`src/design/fault_status_pkg.sv`:
```
// Package for the fault and event status bank: offsets, bit positions,
// reset values and the packed carriers for detector inputs and read requests.
// Assumes one control clock shared by the bank and its register port.
package fault_status_pkg;

    // ************************************************************
    // Register offsets
    // ************************************************************
    localparam logic [7:0] LATCHED_EVENT_STATUS_TWO_ADDR = 8'h3B; // Latched events
    localparam logic [7:0] LIVE_EVENT_STATUS_ADDR = 8'h3C; // Live events
    localparam logic [7:0] CHANNEL_FAULT_SUMMARY_ADDR = 8'h3D; // Channel summary
    localparam logic [7:0] INPUT_ONE_FAULT_LIVE_ADDR = 8'h3E; // Input one faults

    // ************************************************************
    // Reset values and widths
    // ************************************************************
    localparam logic [7:0] REG_RESET = 8'h00; // Every register resets to zero
    localparam logic [2:0] RESERVED_ZERO = 3'h0; // Reserved low bits
    localparam int LIVE_SRC_W = 5; // Live event sources
    localparam int OUT_FAULT_W = 4; // Output channel fault bits
    localparam int CHAN_W = 8; // Input channel fault bits

    // ************************************************************
    // Bit positions, latched event register
    // ************************************************************
    localparam int LAT_MONITOR_HIGH = 7; // Analog monitor over upper threshold
    localparam int LAT_MONITOR_LOW = 6; // Analog monitor under lower threshold
    localparam int LAT_VOICE_UP = 5; // Voice activity power-up detect
    localparam int LAT_VOICE_DOWN = 4; // Voice activity power-down detect
    localparam int LAT_BIAS_SHORT = 3; // Bias supply short circuit
    localparam int LAT_BIAS_HIGH_CUR = 2; // Bias supply high current
    localparam int LAT_BIAS_LOW_CUR = 1; // Bias supply low current
    localparam int LAT_BIAS_OVER_VOLT = 0; // Bias supply over voltage

    // ************************************************************
    // Bit positions, live event register (upper five bits)
    // ************************************************************
    localparam int LIVE_CLOCK_ERR = 4; // Source index: clock error
    localparam int LIVE_PLL_LOCK = 3; // Source index: pll lock
    localparam int LIVE_BOOST_TEMP = 2; // Source index: boost over temperature
    localparam int LIVE_BOOST_CUR = 1; // Source index: boost over current
    localparam int LIVE_BOOST_MODE = 0; // Source index: boost_mode_indication

    // ************************************************************
    // Bit positions, channel summary register
    // ************************************************************
    localparam int SUM_IN_ONE = 7; // Any unmasked input one fault
    localparam int SUM_IN_TWO = 6; // Any unmasked input two fault
    localparam int SUM_OUT_ONE = 5; // Any unmasked output one fault
    localparam int SUM_OUT_TWO = 4; // Any unmasked output two fault
    localparam int SUM_VBAT = 3; // Battery short under bias, any channel

    // ************************************************************
    // Carriers
    // ************************************************************
    // Raw detector levels, all asynchronous to the control clock
    typedef struct packed {
        logic [CHAN_W-1:0] latchSrc; // Event sources of the latched register
        logic [LIVE_SRC_W-1:0] liveSrc; // Live event sources
        logic [CHAN_W-1:0] inOneFault; // Input one: open, shorts (bit 7..0)
        logic [CHAN_W-1:0] inTwoFault; // Input two faults, same layout
        logic [OUT_FAULT_W-1:0] outOneFault; // Output one faults
        logic [OUT_FAULT_W-1:0] outTwoFault; // Output two faults
        logic [1:0] vbatLowShort; // Per input channel, battery short under bias
    } diag_pins_t;

    // Read or write request from the control port
    typedef struct packed {
        logic rd; // One-cycle read strobe
        logic wr; // One-cycle write strobe
        logic [7:0] addr; // Register offset
        logic [7:0] wdata; // Write data, ignored by this read-only bank
    } reg_req_t;

endpackage : fault_status_pkg
```
`src/design/fault_event_status_bank.sv`:
```
// Fault and event status bank: latched self-clearing events, live flags,
// per-channel summary and the input one live fault byte.
// Assumes the control port slave presents one-cycle strobes on clk and
// that detector levels and masks arrive as described at the ports.
`timescale 1ns/100ps

module fault_event_status_bank
    import fault_status_pkg::*;
(
    input wire logic clk,
    input wire logic arst_n,
    input wire diag_pins_t diagPins,
    input wire logic [CHAN_W-1:0] inOneMask,
    input wire logic [CHAN_W-1:0] inTwoMask,
    input wire logic [OUT_FAULT_W-1:0] outOneMask,
    input wire logic [OUT_FAULT_W-1:0] outTwoMask,
    input wire reg_req_t regReq,
    output logic [7:0] regRdata,
    output logic regRvalid
);

    // ************************************************************
    // Reset release
    // ************************************************************
    logic [1:0] rstSync; // Release synchroniser
    logic rst_n; // Synchronised reset used everywhere below

    // Asynchronous assert, two-flop release so no flop sees a runt
    always_ff @(posedge clk or negedge arst_n)
    begin
        if (!arst_n)
        begin
            rstSync <= 2'h0;
        end
        else
        begin
            rstSync <= {rstSync[0], 1'b1};
        end
    end
    assign rst_n = rstSync[1];

    // ************************************************************
    // Detector synchronisers
    // ************************************************************
    diag_pins_t pinMeta; // First stage, read only by second stage
    diag_pins_t pinSync; // Safe copy of detector levels

    // Two flops; detectors run in analog domains with no clock relation
    always_ff @(posedge clk or negedge rst_n)
    begin
        if (!rst_n)
        begin
            pinMeta <= '0;
            pinSync <= '0;
        end
        else
        begin
            pinMeta <= diagPins;
            pinSync <= pinMeta;
        end
    end

    // ************************************************************
    // Decode helpers
    // ************************************************************
    // Read strobe hitting one offset
    function automatic logic readHit(input reg_req_t req, input logic [7:0] offs);
        readHit = req.rd && (req.addr == offs);
    endfunction

    // OR of fault flags that survive their masks
    function automatic logic anyUnmasked(input logic [CHAN_W-1:0] flags,
                                         input logic [CHAN_W-1:0] mask);
        anyUnmasked = |(flags & ~mask);
    endfunction

    // ************************************************************
    // Latched event register
    // ************************************************************
    logic [7:0] latchedEventStatusTwo; // Sticky event flags
    logic latchClear; // Read of the latched register
    logic [7:0] latchSet; // Event inputs this cycle
    logic [7:0] next_latched; // Next sticky value

    assign latchClear = readHit(regReq, LATCHED_EVENT_STATUS_TWO_ADDR);

    // Map each detector to its bit
    always_comb
    begin
        latchSet = REG_RESET;
        latchSet[LAT_MONITOR_HIGH] = pinSync.latchSrc[LAT_MONITOR_HIGH];
        latchSet[LAT_MONITOR_LOW] = pinSync.latchSrc[LAT_MONITOR_LOW];
        latchSet[LAT_VOICE_UP] = pinSync.latchSrc[LAT_VOICE_UP];
        latchSet[LAT_VOICE_DOWN] = pinSync.latchSrc[LAT_VOICE_DOWN];
        latchSet[LAT_BIAS_SHORT] = pinSync.latchSrc[LAT_BIAS_SHORT];
        latchSet[LAT_BIAS_HIGH_CUR] = pinSync.latchSrc[LAT_BIAS_HIGH_CUR];
        latchSet[LAT_BIAS_LOW_CUR] = pinSync.latchSrc[LAT_BIAS_LOW_CUR];
        latchSet[LAT_BIAS_OVER_VOLT] = pinSync.latchSrc[LAT_BIAS_OVER_VOLT];
    end

    // Set beats clear so an event landing on the read is kept for next read
    always_comb
    begin
        if (latchClear)
        begin
            next_latched = latchSet;
        end
        else
        begin
            next_latched = latchedEventStatusTwo | latchSet;
        end
    end

    // Sticky flag storage
    always_ff @(posedge clk or negedge rst_n)
    begin
        if (!rst_n)
        begin
            latchedEventStatusTwo <= REG_RESET;
        end
        else
        begin
            latchedEventStatusTwo <= next_latched;
        end
    end

    // ************************************************************
    // Live registers
    // ************************************************************
    logic [7:0] liveEventStatus; // Live event flags
    logic [7:0] channelFaultSummary; // Per-channel fault summary
    logic [7:0] inputOneFaultLive; // Input one live faults
    logic [7:0] next_summary; // Next summary value

    // Summary bits from unmasked channel flags
    always_comb
    begin
        next_summary = REG_RESET;
        next_summary[SUM_IN_ONE] = anyUnmasked(pinSync.inOneFault, inOneMask);
        next_summary[SUM_IN_TWO] = anyUnmasked(pinSync.inTwoFault, inTwoMask);
        next_summary[SUM_OUT_ONE] = |(pinSync.outOneFault & ~outOneMask);
        next_summary[SUM_OUT_TWO] = |(pinSync.outTwoFault & ~outTwoMask);
        next_summary[SUM_VBAT] = |pinSync.vbatLowShort;
    end

    // Live flags track their sources and never clear on read
    always_ff @(posedge clk or negedge rst_n)
    begin
        if (!rst_n)
        begin
            liveEventStatus <= REG_RESET;
            channelFaultSummary <= REG_RESET;
            inputOneFaultLive <= REG_RESET;
        end
        else
        begin
            liveEventStatus <= {pinSync.liveSrc, RESERVED_ZERO};
            channelFaultSummary <= next_summary;
            inputOneFaultLive <= pinSync.inOneFault;
        end
    end

    // ************************************************************
    // Read port
    // ************************************************************
    logic [7:0] next_rdata; // Selected read data

    // Address decode; writes are dropped, unmapped reads give zero
    always_comb
    begin
        if (readHit(regReq, LATCHED_EVENT_STATUS_TWO_ADDR))
        begin
            next_rdata = latchedEventStatusTwo; // Value before the clear
        end
        else if (readHit(regReq, LIVE_EVENT_STATUS_ADDR))
        begin
            next_rdata = liveEventStatus;
        end
        else if (readHit(regReq, CHANNEL_FAULT_SUMMARY_ADDR))
        begin
            next_rdata = channelFaultSummary;
        end
        else if (readHit(regReq, INPUT_ONE_FAULT_LIVE_ADDR))
        begin
            next_rdata = inputOneFaultLive;
        end
        else
        begin
            next_rdata = REG_RESET; // Unmapped or no read
        end
    end

    // Data held until the next read; valid pulses one cycle
    always_ff @(posedge clk or negedge rst_n)
    begin
        if (!rst_n)
        begin
            regRdata <= REG_RESET;
            regRvalid <= 1'b0;
        end
        else
        begin
            regRvalid <= regReq.rd;
            if (regReq.rd)
            begin
                regRdata <= next_rdata;
            end
        end
    end

    // ************************************************************
    // Assertions
    // ************************************************************
    // A raised source shows in the sticky byte one edge later
    property p_latch_set;
        @(posedge clk) disable iff (!rst_n)
        (pinSync.latchSrc != REG_RESET) |=>
            ((latchedEventStatusTwo & $past(pinSync.latchSrc)) == $past(pinSync.latchSrc));
    endproperty
    a_latch_set: assert property (p_latch_set)
        else $error("latched event not captured");

    // A read with every source low empties the sticky byte
    property p_latch_clear;
        @(posedge clk) disable iff (!rst_n)
        (latchClear && pinSync.latchSrc == REG_RESET) |=> (latchedEventStatusTwo == REG_RESET);
    endproperty
    a_latch_clear: assert property (p_latch_clear)
        else $error("latched register not cleared by read");

    // No sticky bit drops unless the byte was read
    property p_latch_hold;
        @(posedge clk) disable iff (!rst_n)
        !latchClear |=>
            ((latchedEventStatusTwo & $past(latchedEventStatusTwo)) == $past(latchedEventStatusTwo));
    endproperty
    a_latch_hold: assert property (p_latch_hold)
        else $error("latched flag dropped without read");

    // Live bits copy the synchronised sources, one edge late
    property p_live_follow;
        @(posedge clk) disable iff (!rst_n)
        ##1 liveEventStatus[7:3] == $past(pinSync.liveSrc);
    endproperty
    a_live_follow: assert property (p_live_follow)
        else $error("live flags do not follow sources");

    // Reserved low bits never rise
    property p_reserved_zero;
        @(posedge clk) disable iff (!rst_n)
        liveEventStatus[2:0] == RESERVED_ZERO && channelFaultSummary[2:0] == RESERVED_ZERO;
    endproperty
    a_reserved_zero: assert property (p_reserved_zero)
        else $error("reserved bits not zero");

    // Input one summary bit from its unmasked flags
    property p_summary_in_one;
        @(posedge clk) disable iff (!rst_n)
        ##1 channelFaultSummary[SUM_IN_ONE] == $past(|(pinSync.inOneFault & ~inOneMask));
    endproperty
    a_summary_in_one: assert property (p_summary_in_one)
        else $error("input one summary wrong");

    // Battery short bit from either input channel
    property p_summary_vbat;
        @(posedge clk) disable iff (!rst_n)
        ##1 channelFaultSummary[SUM_VBAT] == $past(|pinSync.vbatLowShort);
    endproperty
    a_summary_vbat: assert property (p_summary_vbat)
        else $error("battery short summary wrong");

    // Input one byte copies its detector levels
    property p_in_one_live;
        @(posedge clk) disable iff (!rst_n)
        ##1 inputOneFaultLive == $past(pinSync.inOneFault);
    endproperty
    a_in_one_live: assert property (p_in_one_live)
        else $error("input one live byte wrong");

    // Live read returns the byte standing at the strobe
    property p_read_live;
        @(posedge clk) disable iff (!rst_n)
        readHit(regReq, LIVE_EVENT_STATUS_ADDR) |=>
            (regRvalid && regRdata == $past(liveEventStatus));
    endproperty
    a_read_live: assert property (p_read_live)
        else $error("live register read wrong");

    // Latched read returns the value before the clear
    property p_read_latched;
        @(posedge clk) disable iff (!rst_n)
        latchClear |=> (regRvalid && regRdata == $past(latchedEventStatusTwo));
    endproperty
    a_read_latched: assert property (p_read_latched)
        else $error("latched register read wrong");

    // Offsets outside the bank read as zero
    property p_read_unmapped;
        @(posedge clk) disable iff (!rst_n)
        (regReq.rd && (regReq.addr < LATCHED_EVENT_STATUS_TWO_ADDR
                       || regReq.addr > INPUT_ONE_FAULT_LIVE_ADDR)) |=> regRdata == REG_RESET;
    endproperty
    a_read_unmapped: assert property (p_read_unmapped)
        else $error("unmapped read not zero");

    // Summary read returns the byte standing at the strobe
    property p_read_summary;
        @(posedge clk) disable iff (!rst_n)
        readHit(regReq, CHANNEL_FAULT_SUMMARY_ADDR) |=>
            (regRvalid && regRdata == $past(channelFaultSummary));
    endproperty
    a_read_summary: assert property (p_read_summary)
        else $error("summary register read wrong");

    // Input two and output summary bits follow their unmasked flags
    property p_summary_others;
        @(posedge clk) disable iff (!rst_n)
        ##1 channelFaultSummary[SUM_IN_TWO] == $past(|(pinSync.inTwoFault & ~inTwoMask))
            && channelFaultSummary[SUM_OUT_ONE] == $past(|(pinSync.outOneFault & ~outOneMask))
            && channelFaultSummary[SUM_OUT_TWO] == $past(|(pinSync.outTwoFault & ~outTwoMask));
    endproperty
    a_summary_others: assert property (p_summary_others)
        else $error("input two or output summary wrong");

    // Input one byte read returns the byte standing at the strobe
    property p_read_in_one;
        @(posedge clk) disable iff (!rst_n)
        readHit(regReq, INPUT_ONE_FAULT_LIVE_ADDR) |=>
            (regRvalid && regRdata == $past(inputOneFaultLive));
    endproperty
    a_read_in_one: assert property (p_read_in_one)
        else $error("input one register read wrong");

endmodule // fault_event_status_bank

```
`config.mk`:
```
export PLATFORM = sky130hd
export DESIGN_NAME = fault_event_status_bank
export DESIGN_NICKNAME = d
export VERILOG_FILES = /design/src/design/fault_status_pkg.sv /design/src/design/fault_event_status_bank.sv
export SDC_FILE = /design/constraint.sdc
export NUM_CORES = 1
export LEC_CHECK = 0
export BUFFER_PORTS_ARGS = -buffer_cell sky130_fd_sc_hd__buf_2
export CAP_MARGIN = 20
export CORE_ASPECT_RATIO = 1.5
export CORE_MARGIN = 2
export CORE_UTILIZATION = 40
export CTS_BUF_LIST = sky130_fd_sc_hd__clkbuf_4
export DETAILED_ROUTE_END_ITERATION = 12
export GPL_ROUTABILITY_DRIVEN = 0
export HOLD_SLACK_MARGIN = 0.08
export PLACE_DENSITY = 0.67
export SKIP_LAST_GASP = 1
export SYNTH_ARGS = -nofsm -noshare
export SYNTH_HDL_FRONTEND = slang
export SYNTH_SLANG_ARGS = --single-unit
```
`constraint.sdc`:
```
create_clock -name clk -period 4.4 [get_ports clk]
set_clock_uncertainty 0.2 [all_clocks]
set_input_delay 0.66 -clock clk [delete_from_list [all_inputs] [get_ports clk]]
set_output_delay 0.66 -clock clk [all_outputs]
set_load 0.01 [all_outputs]
```
==> reports/metrics.yaml, run 1 <==
cells_and_area:
  final-seq-area_sq_mm: 0.00288
  layout-drive-gt1-share_pct: 31.5
  nets: 435
  num-fill-cells: 701
  multi_input_area_sq_um: 494
  area.growth.synth_to_final_pct: 32.4
clocking:
  postCtsSetupRepairBufs: 0
  numCtsBuffers: 17
  cts_max_path_buffers: 2
  clk_root_buffer_cell: "clkbuf_4"
  clkLatencyLatePin_ns: 0.47
  worst_setup_hold_path_clk_slew_ns: 0.09
  clkSinkCount: 115
  cts_tree: "built"
  cts.htree.levels: 4
route:
  dr_total_vias: 2054
  drtAntennaViolNets: 0
  drt_pre_antenna_iters: 5
  drc_markers: 0
  drtIter0Drc: 171
  wl_per_cell_um: 12.1
  routed_wl_um: 5700
  routed_vias_inst: 4.34
global_routing:
  antenna_found_initial: 1
  maximum_number_of_pins_on_one_net_before_global_route_repair: 74
  grt_pass1_wl_um: 9920
  track_usage_pct: 14.3
  number_of_global_route_vias_before_repair: 2273
  grt_remaining_overflow: 0
placement:
  buffer_ports.inserted: 82
  dpl.hpwl_um: 3940
power_and_ir_drop:
  cellPowerDensity_mw_per_mm2: 387
  p_leak_uw: 0.00225
  power.ir.vdd_worst_v: 0.000255
  total_power_consumption_of_the_routed_design_uw: 1800
synthesis:
  dominantRegCellSynth: "dfrtp_1"
  synthesis.yosys.warnings: 0
  ys_top_cells_by_count: "dfrtp_1, inv_1, o22ai_1, a21o_1"
  synth_nets: 297
  most_common_cell_in_the_synthesized_netlist: "dfrtp_1"
  ys_seq_area_share_pct: 81.8
  synthDominantCellAreaShare_pct: 81.8
  post_synth_main_area_contributors: "dfrtp_1, inv_1, o22ai_1"
  post_synth_inst_count: 214
  yosysTopAreaCell: "dfrtp_1"
  synth.distinct_cells: 25
  synth-edff-count: 0
  synth.ff_latch_count: 115
  async_flop_share_pct: 100
  synth_area_per_cell_sq_um: 16.4
  mappedNetlistArea_sq_mm: 0.00352
floorplanning:
  die_h_um: 119
  start_util_pct: 41.6
  fp.dieArea_sq_mm: 0.00958
  row_count: 41
  design.core.area_sq_mm: 0.00846
  pin_count: 92
  die_width_um: 80.6
critical_path:
  worstPathCellList: "buf_2"
  critPathLaunchType: "flip-flop"
  required_time_at_the_endpoint_of_the_critical_path_ns: 3.54
  worst_case_register_to_register_setup_slack_ns: 2.73
  cp.arrival_ns: 1.00
  critPathTopFamily: "flip-flops"
  crit_path_end_kind: "output pin"
  slowest_stage: "dfrtp_1"
  path_buf_inv: 1
  critPathMaxStageDelay_ns: 0.39
  critical_path_class: "reg2out"
  crit_path_max_fanout: 2
job:
  max_cap_viol_count: 0
timing:
  rsz0062_at_grt: "no"
  setup_viol: 0
  report.final.slew_viol_count: 0
  fin_crit_ns: 1.86
  hold_violations: 0
  fin_crit_sh_pct: 42.2
  tightestPinTransition_ns: 0.853
  maxSlewHeadroom_pct: 43.1
  clock.fmax_mhz: 538
  fin_setup_tns_ns: 0
run_status:
  status: "complete, no violations"
min_path:
  hold_path.class: "reg2reg"
[layer usage]
metal,track usage (%),vias up,part of all wire [%]
met5,0,-,0
met3,6.21,10,4.8
met1,13.8,997,35
li1,-,996,-
met2,24.5,51,58
met4,8.16,0,2.4
[cell families (layout without fill, tap and decap cells)]
logic type / count (synthesis) / in the layout / share of synthesized area (%)
other cells: 1 / 2 / 0.107
simple gates: 21 / 21 / 4.05
compound gates: 38 / 38 / 8.46
buf+inv: 34 / 185 / 4.16
mux: 5 / 5 / 1.42
flops: 115 / 115 / 81.8
[final cells by class]
| class | instances | area share [%] |
|---|---|---|
| repair buffers | 124 | 17.7 |
| clock buffers | 23 | 3.71 |
| diodes | 1 | 0.0537 |
| well taps | 107 | 2.87 |
| clock inverters | 9 | 0.860 |
| multi-input cells | 65 | 10.6 |
| flip-flops and latches | 115 | 61.9 |
| inverters | 29 | 2.34 |
[report_power, final]
group	internal, uW	switching [uW]	total (uW)
clock network	248	324	572
registers	1100	24.7	1130
logic	63.0	38.7	102
total	1410	387	1800
[registers in the layout, summed over array words and instances (netlist names)]
register and count:
regRdata 8, channelFaultSummary 5, rstSync 2, latchSet 8, pinSync 31, pinMeta 39
regRvalid 1, inputOneFaultLive 8, liveEventStatus 5, latchedEventStatusTwo 8
[layout by cell type (no fill, tap or decap), types with 3 or more instances in the layout]
cell / count
a21o_1: 8
a221o_1: 3
buf_2: 83
clkbuf_4: 23
clkinv_1: 6
dfrtp_1: 114
dlygate4sd3_1: 40
inv_1: 29
mux2i_1: 5
nand2_1: 5
nor2b_1: 3
o211ai_1: 5
o221a_1: 5
o22ai_1: 13
[per-stage QoR]
step	instance area, sq um	hold slack (ns)	utilization [%]	worst slack, ns	instances
2_1_floorplan	3520	0.131	-	0.759	214
3_3_place_gp	4040	0.132	47.7	1.73	399
3_5_place_dp	4040	0.135	47.7	2.18	400
4_1_cts	4650	0.142	55.0	2.47	472
5_1_grt	4660	0.126	55.0	2.44	473
6_report	4660	0.140	55.0	2.54	473
[timing repair]
item,in CTS,in global routing
endpoints found under the hold margin,41,0
resized for setup,0,0
hold buffers,40,0
[worst paths after layout]
path                                              start               endpoint  cells after the start
worst max-delay path            regRdata[1]$_DFFE_PN0P_            regRdata[1]                      1
min in group asynchronous          rstSync[1]$_DFF_PN0_  pinSync[18]$_DFF_PN0_                      0
max in group asynchronous          rstSync[1]$_DFF_PN0_  pinMeta[29]$_DFF_PN0_                      1
worst min register to register    pinMeta[12]$_DFF_PN0_  pinSync[12]$_DFF_PN0_                      0
worst min-delay path              pinMeta[12]$_DFF_PN0_  pinSync[12]$_DFF_PN0_                      0
worst max register to register     rstSync[1]$_DFF_PN0_  pinMeta[29]$_DFF_PN0_                      1
Power figures use the tool's default switching activity.
==> run 2, diff against run 1 <==
--- a/config.mk
+++ b/config.mk
@@ -5,6 +5,7 @@
 export SDC_FILE = /design/constraint.sdc
 export NUM_CORES = 1
 export LEC_CHECK = 0
+export ABC_AREA = 1
 export BUFFER_PORTS_ARGS = -buffer_cell sky130_fd_sc_hd__buf_2
 export CAP_MARGIN = 20
 export CORE_ASPECT_RATIO = 1.5
@@ -14,7 +15,7 @@
 export DETAILED_ROUTE_END_ITERATION = 12
 export GPL_ROUTABILITY_DRIVEN = 0
 export HOLD_SLACK_MARGIN = 0.08
-export PLACE_DENSITY = 0.67
+export PLACE_DENSITY = 0.7
 export SKIP_LAST_GASP = 1
 export SYNTH_ARGS = -nofsm -noshare
 export SYNTH_HDL_FRONTEND = slang
==> constraint.sdc (replaced) <==
create_clock -name clk -period 1.7 [get_ports clk]
set_clock_uncertainty 0.2 [all_clocks]
set_input_delay 0.255 -clock clk [delete_from_list [all_inputs] [get_ports clk]]
set_output_delay 0.255 -clock clk [all_outputs]
set_load 0.01 [all_outputs]
==> run 2 against run 1 <==
  * Final cell count up 16%
  * Via count up 14%
  * Worst hold slack worse by 0.11 ns
  * Routed wire length up 11%
  * Non-clock buffer count up 25
  * Clock power rose to 3.4 times the previous value
  * Largest power group unchanged
==> reports/metrics.yaml, run 2 <==
global_routing:
  use_met3_pct: 6.24  # +0.028 points
  globalRoute.busiestLayer: "met2"
  antenna_found_initial: 1  # unchanged
  maximum_number_of_pins_on_one_net_before_global_route_repair: 59  # -20%
  grt_remaining_overflow: 0  # unchanged
  track_usage_pct: 15.7  # +1.4 points
  number_of_global_route_vias_before_repair: 2550  # +12%
  grt_pass1_wl_um: 11000  # +10%
  grtUsageMet2_pct: 26.0  # +1.6 points
  grt_util_met1_pct: 16.5  # +2.6 points
clocking:
  cts_max_path_buffers: 2  # unchanged
  clk_root_buffer_cell: "clkbuf_4"
  postCtsSetupRepairBufs: 0  # unchanged
  cts.repair.resized: 0  # unchanged
  holdBufCountCts: 64  # +60%
  worst_setup_hold_path_clk_slew_ns: 0.09  # about the same
  cts_tree: "built"
  cts.htree.levels: 4  # unchanged
  clkSinkCount: 115  # unchanged
  numCtsBuffers: 17  # unchanged
  clkLatencyLatePin_ns: 0.50  # +0.03 ns
synthesis:
  async_flop_share_pct: 100  # unchanged
  synth.distinct_cells: 19  # -24%
  synthDominantCellAreaShare_pct: 80.6  # -1.2 points
  synth_nets: 340  # +14%
  synth.ff_latch_count: 115  # unchanged
  synth_area_per_cell_sq_um: 13.9  # -16%
  yosysTopAreaCell: "dfrtp_1"
  post_synth_inst_count: 257  # +20%
  ys_top_cells_by_count: "dfrtp_1, inv_1, nand2_1, nor2_1, nand3_1"
  ys_seq_area_share_pct: 80.6  # -1.2 points
  post_synth_main_area_contributors: "dfrtp_1, inv_1, nand2_1"
  dominantRegCellSynth: "dfrtp_1"
  synthesis.yosys.warnings: 0  # unchanged
  synth-edff-count: 0  # unchanged
  most_common_cell_in_the_synthesized_netlist: "dfrtp_1"
  mappedNetlistArea_sq_mm: 0.00357  # +1.5%
cells_and_area:
  area.growth.synth_to_final_pct: 42.3
  layout_top_registers: "pinMeta x39, pinSync x31"
  num-fill-cells: 693  # -1.1%
  top_register: "pinMeta"
  layout.core_utilization_pct: 57.9  # +2.9 points
  nets: 507  # +17%
  largest_reg_flops: 39  # unchanged
  layout-drive-gt1-share_pct: 29.1  # -2.4 points
  post-route-cell-area_sq_mm: 0.00508  # +9.1%
  most_common_cell_after_layout_fill_and_taps_aside: "dfrtp_1"
  layout.cells.most_common_list: "dfrtp_1, buf_2, dlygate4sd3_1"
critical_path:
  crit_path_max_fanout: 2  # unchanged
  cp.arrival_ns: 1.77  # +0.77 ns
  critical_path_class: "reg2reg"
  end_of_the_worst_register_to_register_path: "channelFaultSummary[7]$_DFF_PN0_"
  crit_path_end_kind: "flip-flop"
  timing.reg2reg.worst_path_depth: 5  # +4
  worstReg2RegStart: "pinSync[20]$_DFF_PN0_"
  worst_case_register_to_register_setup_slack_ns: 0.12  # -2.61 ns
  critPathLaunchType: "flip-flop"
  required_time_at_the_endpoint_of_the_critical_path_ns: 1.88  # -1.66 ns
power_and_ir_drop:
  p_sw_share_pct: 21.2  # -0.28 points
  cellPowerDensity_mw_per_mm2: 1010  # +160%
  p_leak_uw: 0.00265  # +18%
  cell_internal_pwr_uw: 4060  # +190%
  seqPwrFrac_pct: 56.4  # -6.2 points
  switchingPower_uw: 1090  # +180%
  power.ir.vdd_worst_v: 0.000771  # +200%
  combinationalPowerShare_pct: 6.4  # +0.8 points
  p_clk_share_pct: 37.2  # +5.4 points
job:
  max_cap_viol_count: 0  # unchanged
floorplanning:
  start_util_pct: 40.7  # -0.89 points
  design.core.area_sq_mm: 0.00878  # +3.7%
  pin_count: 92  # unchanged
  row_count: 42  # +2.4%
  die_width_um: 81.1  # +0.69%
  fp.dieArea_sq_mm: 0.00971  # +1.4%
  die_h_um: 120  # +0.70%
placement:
  buffer_ports.inserted: 82  # unchanged
  postPlaceCellArea_sq_mm: 0.00416  # +2.9%
  dpl.hpwl_um: 4090  # +3.9%
timing:
  report.final.slew_viol_count: 0  # unchanged
  fin_crit_sh_pct: 93.0
  hold_violations: 0  # unchanged
  fin_crit_ns: 1.58
  rsz0062_at_grt: "no"
  clock.fmax_mhz: 633
  setup_viol: 0  # unchanged
  fin_setup_tns_ns: 0  # unchanged
min_path:
  hold_path.class: "reg2async"
route:
  drtIter0Drc: 127  # -26%
  routed_vias_inst: 4.28  # -1.5%
  dr_total_vias: 2343  # +14%
  routed_wl_um: 6310  # +11%
  wl_per_cell_um: 11.5  # -4.6%
  drc_markers: 0  # unchanged
  drt_pre_antenna_iters: 4  # -1
  drtAntennaViolNets: 0  # unchanged
run_status:
  status: "complete, no violations"
[run 2: cell count changes after synthesis, moves of 5 or more]
cell,change
o21bai_1,+8
a21o_1,-8
inv_1,+11
o211ai_1,-5
nand3_1,+13
nor2_1,+18
nand2_1,+29
mux2i_1,-5
o221a_1,-5
o22ai_1,-5
[run 2: layout make-up]
cell class | instances | area, sq um | share of cell area, %
timing repair buffer | 149 | 1100 | 21.6
sequential | 115 | 2880 | 56.7
tap | 110 | 138 | 2.71
clock inverter | 14 | 144 | 2.83
inverter | 42 | 158 | 3.10
clock buffer | 18 | 135 | 2.66
antenna | 1 | 2.50 | 0.0493
multi-input combinational | 99 | 523 | 10.3
[run 2: routing by layer]
layer  vias to the layer above  share of wire, %
li1                       1140                 -
met1                      1123                38
met2                        66                55
met3                        14               4.5
met4                         0               2.7
met5                         -                 0
[run 2: per-stage QoR]
stage | instances | hold WS, ns | setup slack [ns] | power, uW
finish | 548 | 0.0260 | 0.119 | 5150
detailed placement | 451 | -0.155 | 0.193 | 3170
floorplan | 257 | -0.241 | 0.262 | 3030
global placement | 451 | -0.159 | 0.216 | 3150
CTS | 547 | 0.0319 | 0.151 | 5210
global route | 548 | 0.0538 | 0.0251 | 5410
[run 2: cell families after synthesis]
family / share of synthesized area, %
buffers and inverters: 4.73
flip-flops: 80.6
AO/OA/AOI/OAI: 3.58
other: 0.105
AND/OR/NAND/NOR: 11.0
[run 2: worst max path at each step]
| stage | from | end | slack (ns) |
|---|---|---|---|
| after global placement | regReq[13] | regRdata[7]$_DFFE_PN0P_ | 0.22 |
| final | pinSync[20]$_DFF_PN0_ | channelFaultSummary[7]$_DFF_PN0_ | 0.12 |
| after detailed placement | regReq[13] | regRdata[7]$_DFFE_PN0P_ | 0.19 |
| after global routing | pinSync[20]$_DFF_PN0_ | channelFaultSummary[7]$_DFF_PN0_ | 0.03 |
| after floorplan | rstSync[1]$_DFF_PN0_ | channelFaultSummary[3]$_DFF_PN0_ | 0.26 |
| after CTS | regRdata[0]$_DFFE_PN0P_ | regRdata[0] | 0.15 |
[run 2: power by group through the flow]
stage	Clock [uW]	Combinational, uW	Sequential, uW
2_1_floorplan	0	53.7	2970
3_3_place_gp	0	201	2950
3_5_place_dp	0	208	2960
4_1_cts	1980	330	2900
5_1_grt	2120	371	2920
6_report	1920	329	2900
[run 2: worst max-delay path: stages, from the launching register on]
cell	delay, ns
dfrtp_1	0.39
inv_1	0.08
o22ai_1	0.08
dlygate4sd3_1	0.56
nor2_1	0.11
nand2_1	0.07
==> run 3, diff against run 2 <==
--- a/config.mk
+++ b/config.mk
@@ -15,7 +15,7 @@
 export DETAILED_ROUTE_END_ITERATION = 12
 export GPL_ROUTABILITY_DRIVEN = 0
 export HOLD_SLACK_MARGIN = 0.08
-export PLACE_DENSITY = 0.7
+export PLACE_DENSITY = 0.67
 export SKIP_LAST_GASP = 1
 export SYNTH_ARGS = -nofsm -noshare
 export SYNTH_HDL_FRONTEND = slang
==> constraint.sdc (replaced) <==
create_clock -name clk -period 1.9 [get_ports clk]
set_clock_uncertainty 0.2 [all_clocks]
set_input_delay 0.285 -clock clk [delete_from_list [all_inputs] [get_ports clk]]
set_output_delay 0.285 -clock clk [all_outputs]
set_load 0.01 [all_outputs]
==> run 3 against run 2 <==
  * Flip-flop and latch count unchanged
  * Clock-buffer cell count up 2
  * First-iteration DRC count down 7.1%
  * Sequential share of layout area up 0.35 points
  * Highest routed layer unchanged
  * Final cell count down 0.36%
  * Routed wire length up 3.5%
  * Critical path type is now in2reg
  * Worst hold slack better by 0.021 ns
  * Clock power down 20%
  * Largest cell class unchanged
==> reports/metrics.yaml, run 3 (same netlist as run 2, synthesis figures left out) <==
timing:
  setup_viol: 0  # unchanged
  clock.fmax_mhz: 622
  fin_crit_sh_pct: 84.6
  hold_slack_ns: 0.0471  # +0.0211 ns
  report.final.slew_viol_count: 0  # unchanged
  fin_crit_ns: 1.61
  fin_setup_tns_ns: 0  # unchanged
  hold_violations: 0  # unchanged
  rsz0062_at_grt: "no"
floorplanning:
  die_width_um: 81.1  # unchanged
  design.core.area_sq_mm: 0.00878  # unchanged
  fp.dieArea_sq_mm: 0.00971  # unchanged
  start_util_pct: 40.7  # unchanged
  pin_count: 92  # unchanged
  die_h_um: 120  # unchanged
  row_count: 42  # unchanged
critical_path:
  crit_path_max_fanout: 1  # -1
  slowest_stage: "dlygate4sd3_1"
  worst_setup_path_startpoint: "inTwoMask[5]"
  critical_path.most_common_cell: "dlygate4sd3_1"
  worstReg2RegStart: "pinSync[13]$_DFF_PN0_"
  critPathMaxStageDelay_ns: 0.57  # about the same
  worstPathCellList: "dlygate4sd3_1 > buf_2 > o22ai_1 > dlygate4sd3_1 > nor2_1 > nand2_1"
  critical_path_class: "in2reg"
  worst_case_register_to_register_setup_slack_ns: 0.30  # +0.18 ns
  crit_path_end_kind: "flip-flop"
  timing.reg2reg.worst_path_depth: 5  # unchanged
  critPathLaunchType: "primary input"
  end_of_the_worst_register_to_register_path: "channelFaultSummary[6]$_DFF_PN0_"
  critical_path_endpoint: "channelFaultSummary[6]$_DFF_PN0_"
  required_time_at_the_endpoint_of_the_critical_path_ns: 2.06  # +0.18 ns
  cp.arrival_ns: 1.77  # about the same
placement:
  postPlaceCellArea_sq_mm: 0.00417  # +0.18%
  buffer_ports.inserted: 82  # unchanged
  dpl.hpwl_um: 4190  # +2.5%
cells_and_area:
  area.growth.synth_to_final_pct: 41.4
  layout-drive-gt1-share_pct: 28.7  # -0.39 points
  top_register: "pinMeta"
  most_common_cell_after_layout_fill_and_taps_aside: "dfrtp_1"
  antenna_cells: 0  # -1
  layout_top_registers: "pinMeta x39, pinSync x31"
  layout.cells.most_common_list: "dfrtp_1, buf_2, dlygate4sd3_1"
  largest_reg_flops: 39  # unchanged
  post-route-cell-area_sq_mm: 0.00505  # -0.62%
  nets: 508  # +0.20%
  layout.core_utilization_pct: 57.5  # -0.36 points
clocking:
  cts.htree.levels: 4  # unchanged
  numCtsBuffers: 17  # unchanged
  cts_tree: "built"
  clkSinkCount: 115  # unchanged
  cts_max_path_buffers: 2  # unchanged
  clkLatencyLatePin_ns: 0.47  # -0.03 ns
  worst_setup_hold_path_clk_slew_ns: 0.09  # about the same
  postCtsSetupRepairBufs: 0  # unchanged
  clk_root_buffer_cell: "clkbuf_4"
power_and_ir_drop:
  power.ir.vdd_worst_v: 0.000822  # +6.6%
  cellPowerDensity_mw_per_mm2: 877  # -13%
  p_leak_uw: 0.00265  # -0.25%
min_path:
  hold_path.class: "reg2async"
route:
  routed_wl_um: 6530  # +3.5%
  drc_markers: 0  # unchanged
  dr_total_vias: 2349  # +0.26%
  drt_pre_antenna_iters: 4  # unchanged
  drtIter0Drc: 118  # -7.1%
  wl_per_cell_um: 12.0  # +3.9%
  routed_vias_inst: 4.30  # +0.62%
  drtAntennaViolNets: 0  # unchanged
global_routing:
  number_of_global_route_vias_before_repair: 2612  # +2.4%
  grt_remaining_overflow: 0  # unchanged
  antenna_found_initial: 0  # -1
  track_usage_pct: 16.2  # +0.50 points
  maximum_number_of_pins_on_one_net_before_global_route_repair: 45  # -24%
  grt_pass1_wl_um: 11400  # +3.7%
run_status:
  status: "complete, no violations"
job:
  max_cap_viol_count: 0  # unchanged
[run 3: power by group]
group | switching [uW] | internal [uW] | leakage [uW]
Combinational | 116 | 180 | 0.00118
Clock | 752 | 781 | 0.000138
Sequential | 44.1 | 2550 | 0.00133
Total | 912 | 3520 | 0.00265
[run 3: layer usage]
| layer | wire, um | global-route usage [%] | part of all wire [%] |
|---|---|---|---|
| met1 | 2380 | 16.8 | 37 |
| met3 | 316 | 5.41 | 4.8 |
| met5 | 0 | 0 | 0 |
| met2 | 3570 | 27.1 | 55 |
| met4 | 260 | 10.5 | 4.0 |
[run 3: worst max-delay path, delay by kind of cell]
family	cells	cell delay, ns
AND/OR/NAND/NOR	2	0.18
buffers and inverters	3	1.24
AO/OA/AOI/OAI	1	0.06
[run 3: area by class of cell]
| cell class | count | area [sq um] |
|---|---|---|
| Fill cell | 715 | 3730 |
| Sequential cell | 115 | 2880 |
| Timing Repair Buffer | 150 | 1110 |
| Multi-Input combinational cell | 99 | 523 |
| Inverter | 42 | 158 |
| Clock buffer | 20 | 150 |
| Tap cell | 110 | 138 |
| Clock inverter | 10 | 92.6 |
[run 3: worst min-delay path by stage]
| stage | slack, ns | depth (start not counted) | endpoint |
|---|---|---|---|
| 2_1_floorplan | -0.21 | 0 | rstSync[0]$_DFF_PN0_ |
| 3_3_place_gp | -0.13 | 1 | rstSync[0]$_DFF_PN0_ |
| 3_5_place_dp | -0.12 | 1 | rstSync[1]$_DFF_PN0_ |
| 4_1_cts | 0.07 | 0 | latchSet[7]$_DFF_PN0_ |
| 5_1_grt | 0.08 | 0 | latchSet[7]$_DFF_PN0_ |
| 6_report | 0.05 | 0 | latchSet[1]$_DFF_PN0_ |
[run 3: timing repair]
| action | 4_1_cts | 5_1_grt |
|---|---|---|
| endpoints found under the hold margin | 78 | 0 |
| gates resized for setup | 0 | 0 |
| hold buffers | 64 | 0 |
[run 3: per-stage QoR]
stage          cells  setup slack, ns  power, uW
5_1_grt          546            0.229       4680
4_1_cts          546            0.309       4490
2_1_floorplan    257            0.462       2710
3_5_place_dp     452            0.354       2840
6_report         546            0.293       4430
3_3_place_gp     452            0.384       2830
